## src/logic/mgp_pkg.sv

```systemverilog
// package: constants and types for the masked pin command port
package mgp_pkg;
  localparam int unsigned mgp_low_pins = 8;
  localparam int unsigned mgp_up_pins = 4;
  // command codes on the write port address
  localparam logic [2:0] mgp_cmd_live_dir = 3'h0;
  localparam logic [2:0] mgp_cmd_live_val = 3'h1;
  localparam logic [2:0] mgp_cmd_store_dir = 3'h2;
  localparam logic [2:0] mgp_cmd_store_val = 3'h3;
  localparam logic [2:0] mgp_cmd_upper = 3'h4;
  localparam logic [2:0] mgp_cmd_flag = 3'h5;
  localparam logic [2:0] mgp_cmd_status = 3'h6;
  // word field positions
  localparam int unsigned mgp_mask_lsb = 8;
  localparam int unsigned mgp_val_lsb = 0;
  // pin numbers of reserved pins
  localparam int unsigned mgp_status_a_bit = 2;
  localparam int unsigned mgp_role_bit = 3;
  localparam int unsigned mgp_freset_bit = 4;
  localparam int unsigned mgp_status_b_bit = 5;
  localparam int unsigned mgp_auto_bit = 6;
  // reset and factory values
  localparam logic [7:0] mgp_live_rst = 8'h00;
  localparam logic [7:0] mgp_factory_dir = 8'h00;
  localparam logic [7:0] mgp_factory_val = 8'h00;
  localparam logic [7:0] mgp_factory_flag = 8'h00;
  localparam logic [7:0] mgp_flag_no_sense = 8'h04;
  localparam int unsigned mgp_freset_toggles = 3;
  // factory reset arm window, 1 s at 100 MHz
  localparam int unsigned mgp_clk_mhz = 100;
  localparam int unsigned mgp_arm_ms = 1000;
  localparam int unsigned mgp_arm_cycles = mgp_arm_ms * 1000 * mgp_clk_mhz;
  typedef enum logic [2:0] {
    mgp_st_load = 3'h1,
    mgp_st_run = 3'h2,
    mgp_st_wipe = 3'h4
  } mgp_state_t;
endpackage

```

## src/logic/mgp_store_if.sv

```systemverilog
// interface: port between the core and the stored settings
`timescale 1ns/10ps
interface mgp_store_if;
  logic [7:0] dir;
  logic [7:0] val;
  logic [7:0] flag;
  logic wr_dir;
  logic wr_val;
  logic wr_flag;
  logic [15:0] word;
  logic wipe;
  modport core (input dir, val, flag, output wr_dir, wr_val, wr_flag, word,
    wipe);
  modport store (output dir, val, flag, input wr_dir, wr_val, wr_flag, word,
    wipe);
endinterface

```

## src/logic/mgp_store.sv

```systemverilog
// module: stored power-up direction, value and flag words
`timescale 1ns/10ps
module mgp_store
  import mgp_pkg::*;
(
  input wire logic clock,
  mgp_store_if.store st
);
  // holds its content across rst; power-up (initial) and wipe load the factory values
  logic [7:0] dir = mgp_factory_dir;
  logic [7:0] val = mgp_factory_val;
  logic [7:0] flag = mgp_factory_flag;
  wire [7:0] wmask = st.word[mgp_mask_lsb +: 8];
  wire [7:0] wval = st.word[mgp_val_lsb +: 8];
  wire [7:0] next_dir = (dir & ~wmask) | (wval & wmask);
  wire [7:0] next_val = (val & ~wmask) | (wval & wmask);

  always_ff @(posedge clock)
  begin
    if (st.wipe)
    begin
      dir <= mgp_factory_dir;
      val <= mgp_factory_val;
      flag <= mgp_factory_flag;
    end
    else
    begin
      if (st.wr_dir)
        dir <= next_dir;
      if (st.wr_val)
        val <= next_val;
      if (st.wr_flag)
        flag <= wval;
    end
  end

  assign st.dir = dir;
  assign st.val = val;
  assign st.flag = flag;
endmodule

```

## src/logic/mgp_core.sv

```systemverilog
// module: masked command pin port with reserved pin handling
//
// Our own choices: the address map and the plain strobed port.
`timescale 1ns/10ps
// Functional notes
// - each command word except the flag word: high byte selects pins, low byte gives values
// - pins whose mask bit is zero keep their state
// - live direction write; value bit one makes the pin an output
// - value bit drives outputs, enables weak pull-up on inputs
// - live writes act at once and are lost at reset
// - masked write updates stored power-up direction
// - masked write updates stored power-up value
// - upper word drives pins 8 to 11 using low four bits only
// - first upper write turns all four upper pins to outputs
// - upper pins have no stored power-up state
// - factory pin high at power-up then three toggles restores defaults
// - status pins driven internally while outputs; user value overridden
// - role and discovery pins sampled at power-up unless flag is four
module mgp_core
  import mgp_pkg::*;
#(
  parameter int unsigned arm_cycles = mgp_arm_cycles
)
(
  input wire logic clock,
  input wire logic rst,
  input wire logic [2:0] addr,
  input wire logic [15:0] wdata,
  input wire logic wr,
  input wire logic rd,
  output logic [15:0] rdata,
  input wire logic [7:0] pin_in,
  output logic [7:0] pin_out,
  output logic [7:0] pin_oe_n,
  output logic [7:0] pull_up_en,
  output logic [3:0] upper_out,
  output logic [3:0] upper_oe_n,
  input wire logic status_a,
  input wire logic status_b,
  output logic master_mode,
  output logic auto_discovery,
  output logic factory_reset_done
);
  mgp_store_if st ();

  mgp_store u_store (
    .clock(clock),
    .st(st)
  );

  function automatic logic [7:0] masked(input logic [7:0] old,
    input logic [15:0] w);
    masked = (old & ~w[mgp_mask_lsb +: 8]) | (w[mgp_val_lsb +: 8] &
      w[mgp_mask_lsb +: 8]);
  endfunction

  mgp_state_t state;
  mgp_state_t next_state;
  logic [7:0] live_dir;
  logic [7:0] live_val;
  logic [3:0] up_val;
  logic up_on;
  logic [7:0] sync1;
  logic [7:0] sync2;
  logic fr_prev;
  logic fr_armed;
  logic [1:0] fr_count;
  logic [26:0] arm_cnt;
  logic sampled;

  // pin inputs pass two flops before use; no reset here, so the pair
  // already holds real pin levels when the load cycle samples them
  always_ff @(posedge clock)
  begin
    sync1 <= pin_in;
    sync2 <= sync1;
  end

  wire wr_live_dir = wr && addr == mgp_cmd_live_dir;
  wire wr_live_val = wr && addr == mgp_cmd_live_val;
  wire wr_upper = wr && addr == mgp_cmd_upper;
  wire fr_pin = sync2[mgp_freset_bit];
  wire fr_edge = fr_pin != fr_prev;
  wire arm_open = arm_cnt < 27'(arm_cycles);
  wire fr_fire = fr_armed && fr_edge &&
    fr_count == 2'(mgp_freset_toggles - 1);
  wire sense_ok = st.flag != mgp_flag_no_sense;

  assign st.word = wdata;
  assign st.wr_dir = wr && addr == mgp_cmd_store_dir && state == mgp_st_run;
  assign st.wr_val = wr && addr == mgp_cmd_store_val && state == mgp_st_run;
  assign st.wr_flag = wr && addr == mgp_cmd_flag && state == mgp_st_run;
  assign st.wipe = state == mgp_st_wipe;

  always_comb
  begin
    next_state = state;
    case (state)
      mgp_st_load: next_state = mgp_st_run;
      mgp_st_run: if (fr_fire) next_state = mgp_st_wipe;
      mgp_st_wipe: next_state = mgp_st_load;
      default: next_state = mgp_st_load;
    endcase
  end

  always_ff @(posedge clock or posedge rst)
  begin
    if (rst)
      state <= mgp_st_load;
    else
      state <= next_state;
  end

  // live registers: inputs, no pull-up until load; lost on reset
  always_ff @(posedge clock or posedge rst)
  begin
    if (rst)
    begin
      live_dir <= mgp_live_rst;
      live_val <= mgp_live_rst;
    end
    else if (state == mgp_st_load)
    begin
      live_dir <= st.dir;
      live_val <= st.val;
    end
    else
    begin
      if (wr_live_dir)
        live_dir <= masked(live_dir, wdata);
      if (wr_live_val)
        live_val <= masked(live_val, wdata);
    end
  end

  // upper pins: no stored copy, outputs from the first write on
  always_ff @(posedge clock or posedge rst)
  begin
    if (rst)
    begin
      up_val <= 4'h0;
      up_on <= 1'b0;
    end
    else if (wr_upper)
    begin
      up_on <= 1'b1;
      up_val <= (up_val & ~wdata[mgp_mask_lsb +: 4]) |
        (wdata[mgp_val_lsb +: 4] & wdata[mgp_mask_lsb +: 4]);
    end
  end

  // factory pin: armed if high at end of load, counts edges in window;
  // the window bounds how late a user may trigger the restore
  always_ff @(posedge clock or posedge rst)
  begin
    if (rst)
    begin
      fr_prev <= 1'b0;
      fr_armed <= 1'b0;
      fr_count <= 2'h0;
      arm_cnt <= 27'h0;
      sampled <= 1'b0;
    end
    else
    begin
      fr_prev <= fr_pin;
      if (arm_open)
        arm_cnt <= arm_cnt + 27'h1;
      if (state == mgp_st_load && !sampled)
      begin
        sampled <= 1'b1;
        fr_armed <= fr_pin;
      end
      else if (fr_fire || !arm_open)
        fr_armed <= 1'b0;
      else if (fr_armed && fr_edge)
        fr_count <= fr_count + 2'h1;
    end
  end

  wire [7:0] drive_val = {live_val[7:6],
    status_b, live_val[4:3], status_a, live_val[1:0]};

  always_ff @(posedge clock or posedge rst)
  begin
    if (rst)
    begin
      pin_out <= 8'h00;
      pin_oe_n <= 8'hFF;
      pull_up_en <= 8'h00;
      upper_out <= 4'h0;
      upper_oe_n <= 4'hF;
      master_mode <= 1'b0;
      auto_discovery <= 1'b0;
      factory_reset_done <= 1'b0;
      rdata <= 16'h0000;
    end
    else
    begin
      pin_out <= drive_val & live_dir;
      pin_oe_n <= ~live_dir;
      pull_up_en <= live_val & ~live_dir;
      upper_out <= up_val;
      upper_oe_n <= {4{~up_on}};
      factory_reset_done <= factory_reset_done | st.wipe;
      if (state == mgp_st_load && !sampled && sense_ok)
      begin
        master_mode <= sync2[mgp_role_bit];
        auto_discovery <= sync2[mgp_auto_bit];
      end
      if (rd)
        case (addr)
          mgp_cmd_live_dir: rdata <= {8'h00, live_dir};
          mgp_cmd_live_val: rdata <= {8'h00, live_val};
          mgp_cmd_store_dir: rdata <= {8'h00, st.dir};
          mgp_cmd_store_val: rdata <= {8'h00, st.val};
          mgp_cmd_upper: rdata <= {11'h000, up_on, up_val};
          mgp_cmd_flag: rdata <= {8'h00, st.flag};
          mgp_cmd_status: rdata <= {8'h00, sync2};
          default: rdata <= 16'h0000;
        endcase
      else
        rdata <= 16'h0000;
    end
  end
endmodule

```

## config.mk

```make
export PLATFORM = sky130hd
export DESIGN_NAME = mgp_core
export DESIGN_NICKNAME = d
export VERILOG_FILES = /design/src/logic/mgp_pkg.sv /design/src/logic/mgp_store_if.sv /design/src/logic/mgp_store.sv /design/src/logic/mgp_core.sv
export SDC_FILE = /design/constraint.sdc
export NUM_CORES = 1
export LEC_CHECK = 0
export ABC_AREA = 1
export BUFFER_PORTS_ARGS = -buffer_cell sky130_fd_sc_hd__buf_4
export CORE_MARGIN = 2
export CORE_UTILIZATION = 50
export DETAILED_ROUTE_END_ITERATION = 12
export PLACE_DENSITY = 0.7
export SLEW_MARGIN = 20
export SYNTH_ARGS = -nofsm -noshare
export SYNTH_HDL_FRONTEND = slang
export SYNTH_SLANG_ARGS = --single-unit
```

## constraint.sdc

```tcl
create_clock -name clock -period 4.1 [get_ports clock]
set_input_delay 0.41 -clock clock [delete_from_list [all_inputs] [get_ports clock]]
set_output_delay 0.41 -clock clock [all_outputs]
set_load 0.005 [all_outputs]
```

==> run metrics, run 1 <==
run status=finished clean; initial antenna violation count=0; via/cell ratio=5.32; Worst-Margin Slew=0.817 ns; RSZ-0062 raised after global routing=false; synth unique cells=40; Post-Synthesis Cells=737; gr ovfl total=0; Worst setup EP type=flip-flop; placed instance count=944; #FFs+latches synth=136; CP arrival=2.37 ns; post-synthesis adder-cell area fraction=0.00410; Synth Area in Compound Gates=0.137; CTS tree=done; # nets final=~850; Root Driver=clkbuf_16; Slew HR=0.455; Post-Synth Simple-Gate Area=0.226; worst path required time=approximately 4.4 ns; Area Overhead vs Synth=19.4%; CP bufs+invs=1; fin. max-slew vios=0; Fin. Hold Viols=0; Final period util=0.509; DRC=0; Longest Clk Path Bufs=2; worst clock skew=0.00757 ns; Post-CTS Setup Inserts=0; core box area=0.0120 mm2; gpl congestion=0.916; Tot GR Track Use=0.246; via count=a little over 5k; Initial Utilization=0.510; pin count of the biggest net entering global routing=69; Finished Layout Cells=976; Filler Cell Count=1070; crit-path leading delay family=flip-flops; CTS resizes=0; clk_lat worst skew=0.42 ns; vias in the first global route=5051; row count=40; Die Wd=114 um; violation count after the first detailed-route iteration=445; max-cap violations=0; final core occ=0.609; layout cells sized above 1=0.183; final hold slack=0.0887 ns; DRT Wirelength=14.8 mm; Hold Path Class=in -> reg; io pins=84; fmax=about 0.48 GHz; Max IR drop VDD=0.407 mV; port bufs=75; CP Cell Sequence=nand3_4, inv_1, o211ai_1, nand2_1, o21ai_0; CTS clock-pin slew for the worst setup and hold paths=0.06 ns; crit path max fanout=27; Post-DP HPWL=10.6 mm; Setup Total Neg Slack=0 ns; leak pwr=around 0.0035 uW; startpoint types=flip-flop; P per Cell Area=608 mW/mm2; First-pass DRT Iterations=5; Final min period=2.09 ns; post-synthesis sequential area ratio=0.527; first-pass GRT wire length=24.8 mm; post-DR wirelength/cell=15.2 um; n_diodes=0; CP Class=reg -> reg; mux contribution to synthesized area=0; clk sinks=136; Critical-path top delay cell=dfstp_2; yosys warns=0; DIE AREA=between 0.01 and 0.015 mm2; final setup fails=0; slowest stage delay, CP=around 0.59 ns; # hold bufs at CTS=0; Syn Std Cell Area=0.00610 mm2; xor/xnor share of the synthesized area=0.0115; mean cell area of the mapped netlist=8.28 um2; H-tree depth=4; largest family of logic cells by synthesized area=simple AND/OR/NAND/NOR gates; CTS Buf Count=17; Detail Route Antenna Nets=0; die height=114 um
==> logic make-up after synthesis <==
logic type / Yosys count
xor+xnor: 8
fa+ha+maj: 2
simple gates: 310
compound gates: 150
flops: 136
other cells: 1
buf+inv: 130
==> power breakdown <==
group          switching, uW  total, uW  internal, uW
logic                    629       1080           446
clock network            594       1420           829
registers                185       1930          1750
total                   1410       4430          3020
==> routing by layer <==
metal / up-vias / global-route usage / wire, um
li1: 2535 / - / -
met1: 2433 / 0.331 / 6630
met2: 199 / 0.376 / 6730
met3: 29 / 0.0709 / 1120
met4: 0 / 0.0984 / 313
met5: - / 0 / 0
==> synthesized netlist by cell type, drive strengths merged <==
master | count | area share
a41oi | 1 | 0.0014
clkbuf | 3 | 0.0018
nor3 | 7 | 0.0074
nor4 | 1 | 0.0010
o21ai | 75 | 0.063
xnor2 | 5 | 0.0072
o22ai | 17 | 0.017
nand3 | 42 | 0.038
ha | 2 | 0.0041
or2 | 1 | 0.0010
inv | 106 | 0.065
nand4 | 14 | 0.017
o211ai | 1 | 0.0012
xor2 | 3 | 0.0043
a211oi | 8 | 0.013
a21oi | 45 | 0.038
conb | 1 | 0.00061
nor2 | 92 | 0.059
dfrtp | 86 | 0.35
nand3b | 7 | 0.0086
nand2 | 146 | 0.094
a21boi | 3 | 0.0037
buf | 21 | 0.026
dfstp | 10 | 0.043
dfxtp | 40 | 0.13
==> metrics by stage <==
| stage | setup WS, ns | power (uW) | cell area, um2 |
|---|---|---|---|
| global route | 1.83 | 4700 | 7280 |
| finish | 2.01 | 4430 | 7280 |
| floorplan | 1.20 | 2560 | 6130 |
| CTS | 2.08 | 4460 | 7280 |
| global placement | 2.00 | 2980 | 6720 |
| detailed placement | 2.09 | 3020 | 6730 |
==> layout make-up <==
class	instances	area [um2]	area share
Tap cell	147	184	0.0253
Multi-Input combinational cell	478	2350	0.322
Timing Repair Buffer	77	578	0.0794
Clock inverter	12	88.8	0.0122
Inverter	106	400	0.0550
Clock buffer	20	468	0.0643
Sequential cell	136	3220	0.442
==> placed cells by master (no fill, tap or decap), drive strengths merged, types with 17 or more instances in the layout <==
cell type / instances
a21oi: 45
buf: 77
clkbuf: 20
dfrtp: 86
dfxtp: 40
inv: 111
nand2: 146
nand3: 42
nor2: 92
o21ai: 75
o22ai: 17
==> worst paths after layout <==
path / from / to / slack, ns / cells after the start
setup reg to reg: state[0]$_DFFE_PP1P_ / auto_discovery$_DFFE_PP0P_ / 2.01 / 5
max in group asynchronous: rst / pin_oe_n[1]$_DFF_PP1_ / 3.05 / 3
min in group asynchronous: rst / pin_out[2]$_DFF_PP0_ / 0.15 / 2
hold reg to reg: sync1[1]$_DFF_P_ / sync2[1]$_DFF_P_ / 0.32 / 0
hold / removal: pin_in[3] / sync1[3]$_DFF_P_ / 0.09 / 1
setup / recovery: state[0]$_DFFE_PP1P_ / auto_discovery$_DFFE_PP0P_ / 2.01 / 5
No activity file was read; power rests on OpenSTA's default activity.
==> inputs of run 2 (changes only) <==
Settings changed: PLACE_DENSITY 0.7 to 0.73.
Clock period 4.1 ns to 1.8 ns, I/O delays scaled along.
==> run 2 against run 1 <==
  * Core utilization increased by 2.0 points
  * Maximum frequency rose by 28%
  * Clock power grew 150%
  * Largest cell class unchanged
  * Largest power group unchanged
==> run metrics, run 2 (same netlist as run 1, synthesis figures left out) <==
io pins=84; H-tree depth=4; P per Cell Area=1390 mW/mm2; Final min period=1.63 ns; Fin. Hold Viols=0; fin. max-slew vios=0; # nets final=870; CP Class=reg -> reg; via count=5306; worst clock skew=0.00603 ns; final setup fails=0; Worst setup EP type=flip-flop; CTS Buf Count=17; CP arrival=1.96 ns; RSZ-0062 raised after global routing=false; post-DR wirelength/cell=15.2 um; First-pass DRT Iterations=5; Post-DP HPWL=around 11 mm; Longest Clk Path Bufs=2; via/cell ratio=between 5 and 6; core box area=0.0120 mm2; DIE AREA=~0.013 mm2; Finished Layout Cells=995; Die Wd=114 um; violation count after the first detailed-route iteration=a little under 600; hold depth=3; vias in the first global route=5014; commonest non-fill, non-tap cell in the layout=nand2_1; die height=114 um; DRT Wirelength=15.1 mm; Hold Path Class=in -> reg; n_diodes=0; Area Overhead vs Synth=23.3%; first-pass GRT wire length=24.8 mm; row count=40; run status=finished clean; CTS tree=done; Initial Utilization=0.510; Setup Total Neg Slack=0 ns; crit path max fanout=14; commonest non-fill, non-tap cells in the layout=139 x nand2_1, 97 x inv_1, 86 x dfrtp_1; Filler Cell Count=1000; clk sinks=136; RR Startpoint=state[1]$_DFFE_PP0P_; startpoint types=flip-flop; Detail Route Antenna Nets=0; leak pwr=~0.0036 uW; FF/Latch Area=0.00322 mm2; Root Driver=clkbuf_16; Worst R2R Path Depth=7; Tot GR Track Use=0.247; pin count of the biggest net entering global routing=67; Max IR drop VDD=1.03 mV; DRC=0; Post-CTS Setup Inserts=0; flop2flop setup slack=0.17 ns; Hold Crit Start=wdata[0]; gpl congestion=0.966; placed instance count=952; worst path required time=2.13 ns; port bufs=75; layout cells sized above 1=0.191; area occupied by multi-input gates=about 0.0023 mm2; clk_lat worst skew=0.41 ns; CTS clock-pin slew for the worst setup and hold paths=0.06 ns; gr ovfl total=0; initial antenna violation count=0; Final period util=0.904; fmax=about 0.6 GHz; max-cap violations=0
[run 2: cell types whose count changed in the layout (fill, tap and decap cells not counted), moves of 2 or more]
cell	previous run	this run
bufinv_16	0	3
inv_6	3	1
dlygate4sd3_1	0	11
buf_4	77	84
inv_4	3	0
nor2_2	4	6
nor2_1	87	85
[run 2: worst max path at each step]
stage / startpoint / to / slack (ns) / cells past startpoint
after floorplan: arm_cnt[0]$_DFFE_PP0N_ / arm_cnt[18]$_DFFE_PP0N_ / 0.34 / 8
after global placement: arm_cnt[11]$_DFFE_PP0N_ / arm_cnt[14]$_DFFE_PP0N_ / 0.27 / 9
after detailed placement: arm_cnt[0]$_DFFE_PP0N_ / arm_cnt[12]$_DFFE_PP0N_ / 0.16 / 8
after CTS: state[0]$_DFFE_PP1P_ / flip-flop / 0.08 / 6
after global routing: arm_cnt[1]$_DFFE_PP0N_ / arm_cnt[18]$_DFFE_PP0N_ / 0.05 / 8
final: state[1]$_DFFE_PP0P_ / flip-flop / 0.17 / 7
[run 2: metrics by stage]
step / worst slack [ns] / total power (uW) / util / hold WS (ns) / area (um2)
2_1_floorplan: 0.338 / 5830 / - / 0.208 / 6130
3_3_place_gp: 0.265 / 6800 / 0.568 / 0.285 / 6790
3_5_place_dp: 0.156 / 6910 / 0.568 / 0.285 / 6790
4_1_cts: 0.0794 / 10500 / 0.628 / 0.0296 / 7510
5_1_grt: 0.0501 / 11100 / 0.629 / 0.0604 / 7520
6_report: 0.173 / 10500 / 0.629 / 0.0423 / 7520
[run 2: power breakdown]
group	switching (uW)	internal (uW)	total (uW)
logic	1440	1080	2520
clock network	1290	2250	3540
registers	423	3980	4400
[run 2: critical path: stages, from the launching register on]
cell	delay, ns
dfrtp_1	0.40
inv_1	0.10
nand3_4	0.17
clkinvlp_4	0.18
buf_4	0.21
o21ai_0	0.25
nor2_1	0.07
a21oi_1	0.14
[run 2: layout make-up]
type                       count  area share
inverter                     106      0.0539
timing repair buffer          96       0.101
multi-input combinational    478       0.312
tap                          147      0.0245
sequential                   136       0.428
clock inverter                11      0.0195
clock buffer                  21      0.0612
[run 2: timing repair]
action / 4_1_cts / 5_1_grt
endpoints found under the setup margin: 0 / 3
hold buffers: 11 / 0
gates resized for setup: 0 / 4
hold endpoints to repair: 96 / 0
[run 2: routing by layer]
layer  part of all wire  track usage  vias to the layer above  wire, um
li1                   -            -                     2576         -
met1               0.45        0.351                     2492      6860
met2               0.46        0.372                      223      6920
met3              0.078       0.0656                       15      1190
met4              0.012       0.0764                        0       175
met5                  0            0                        -         0
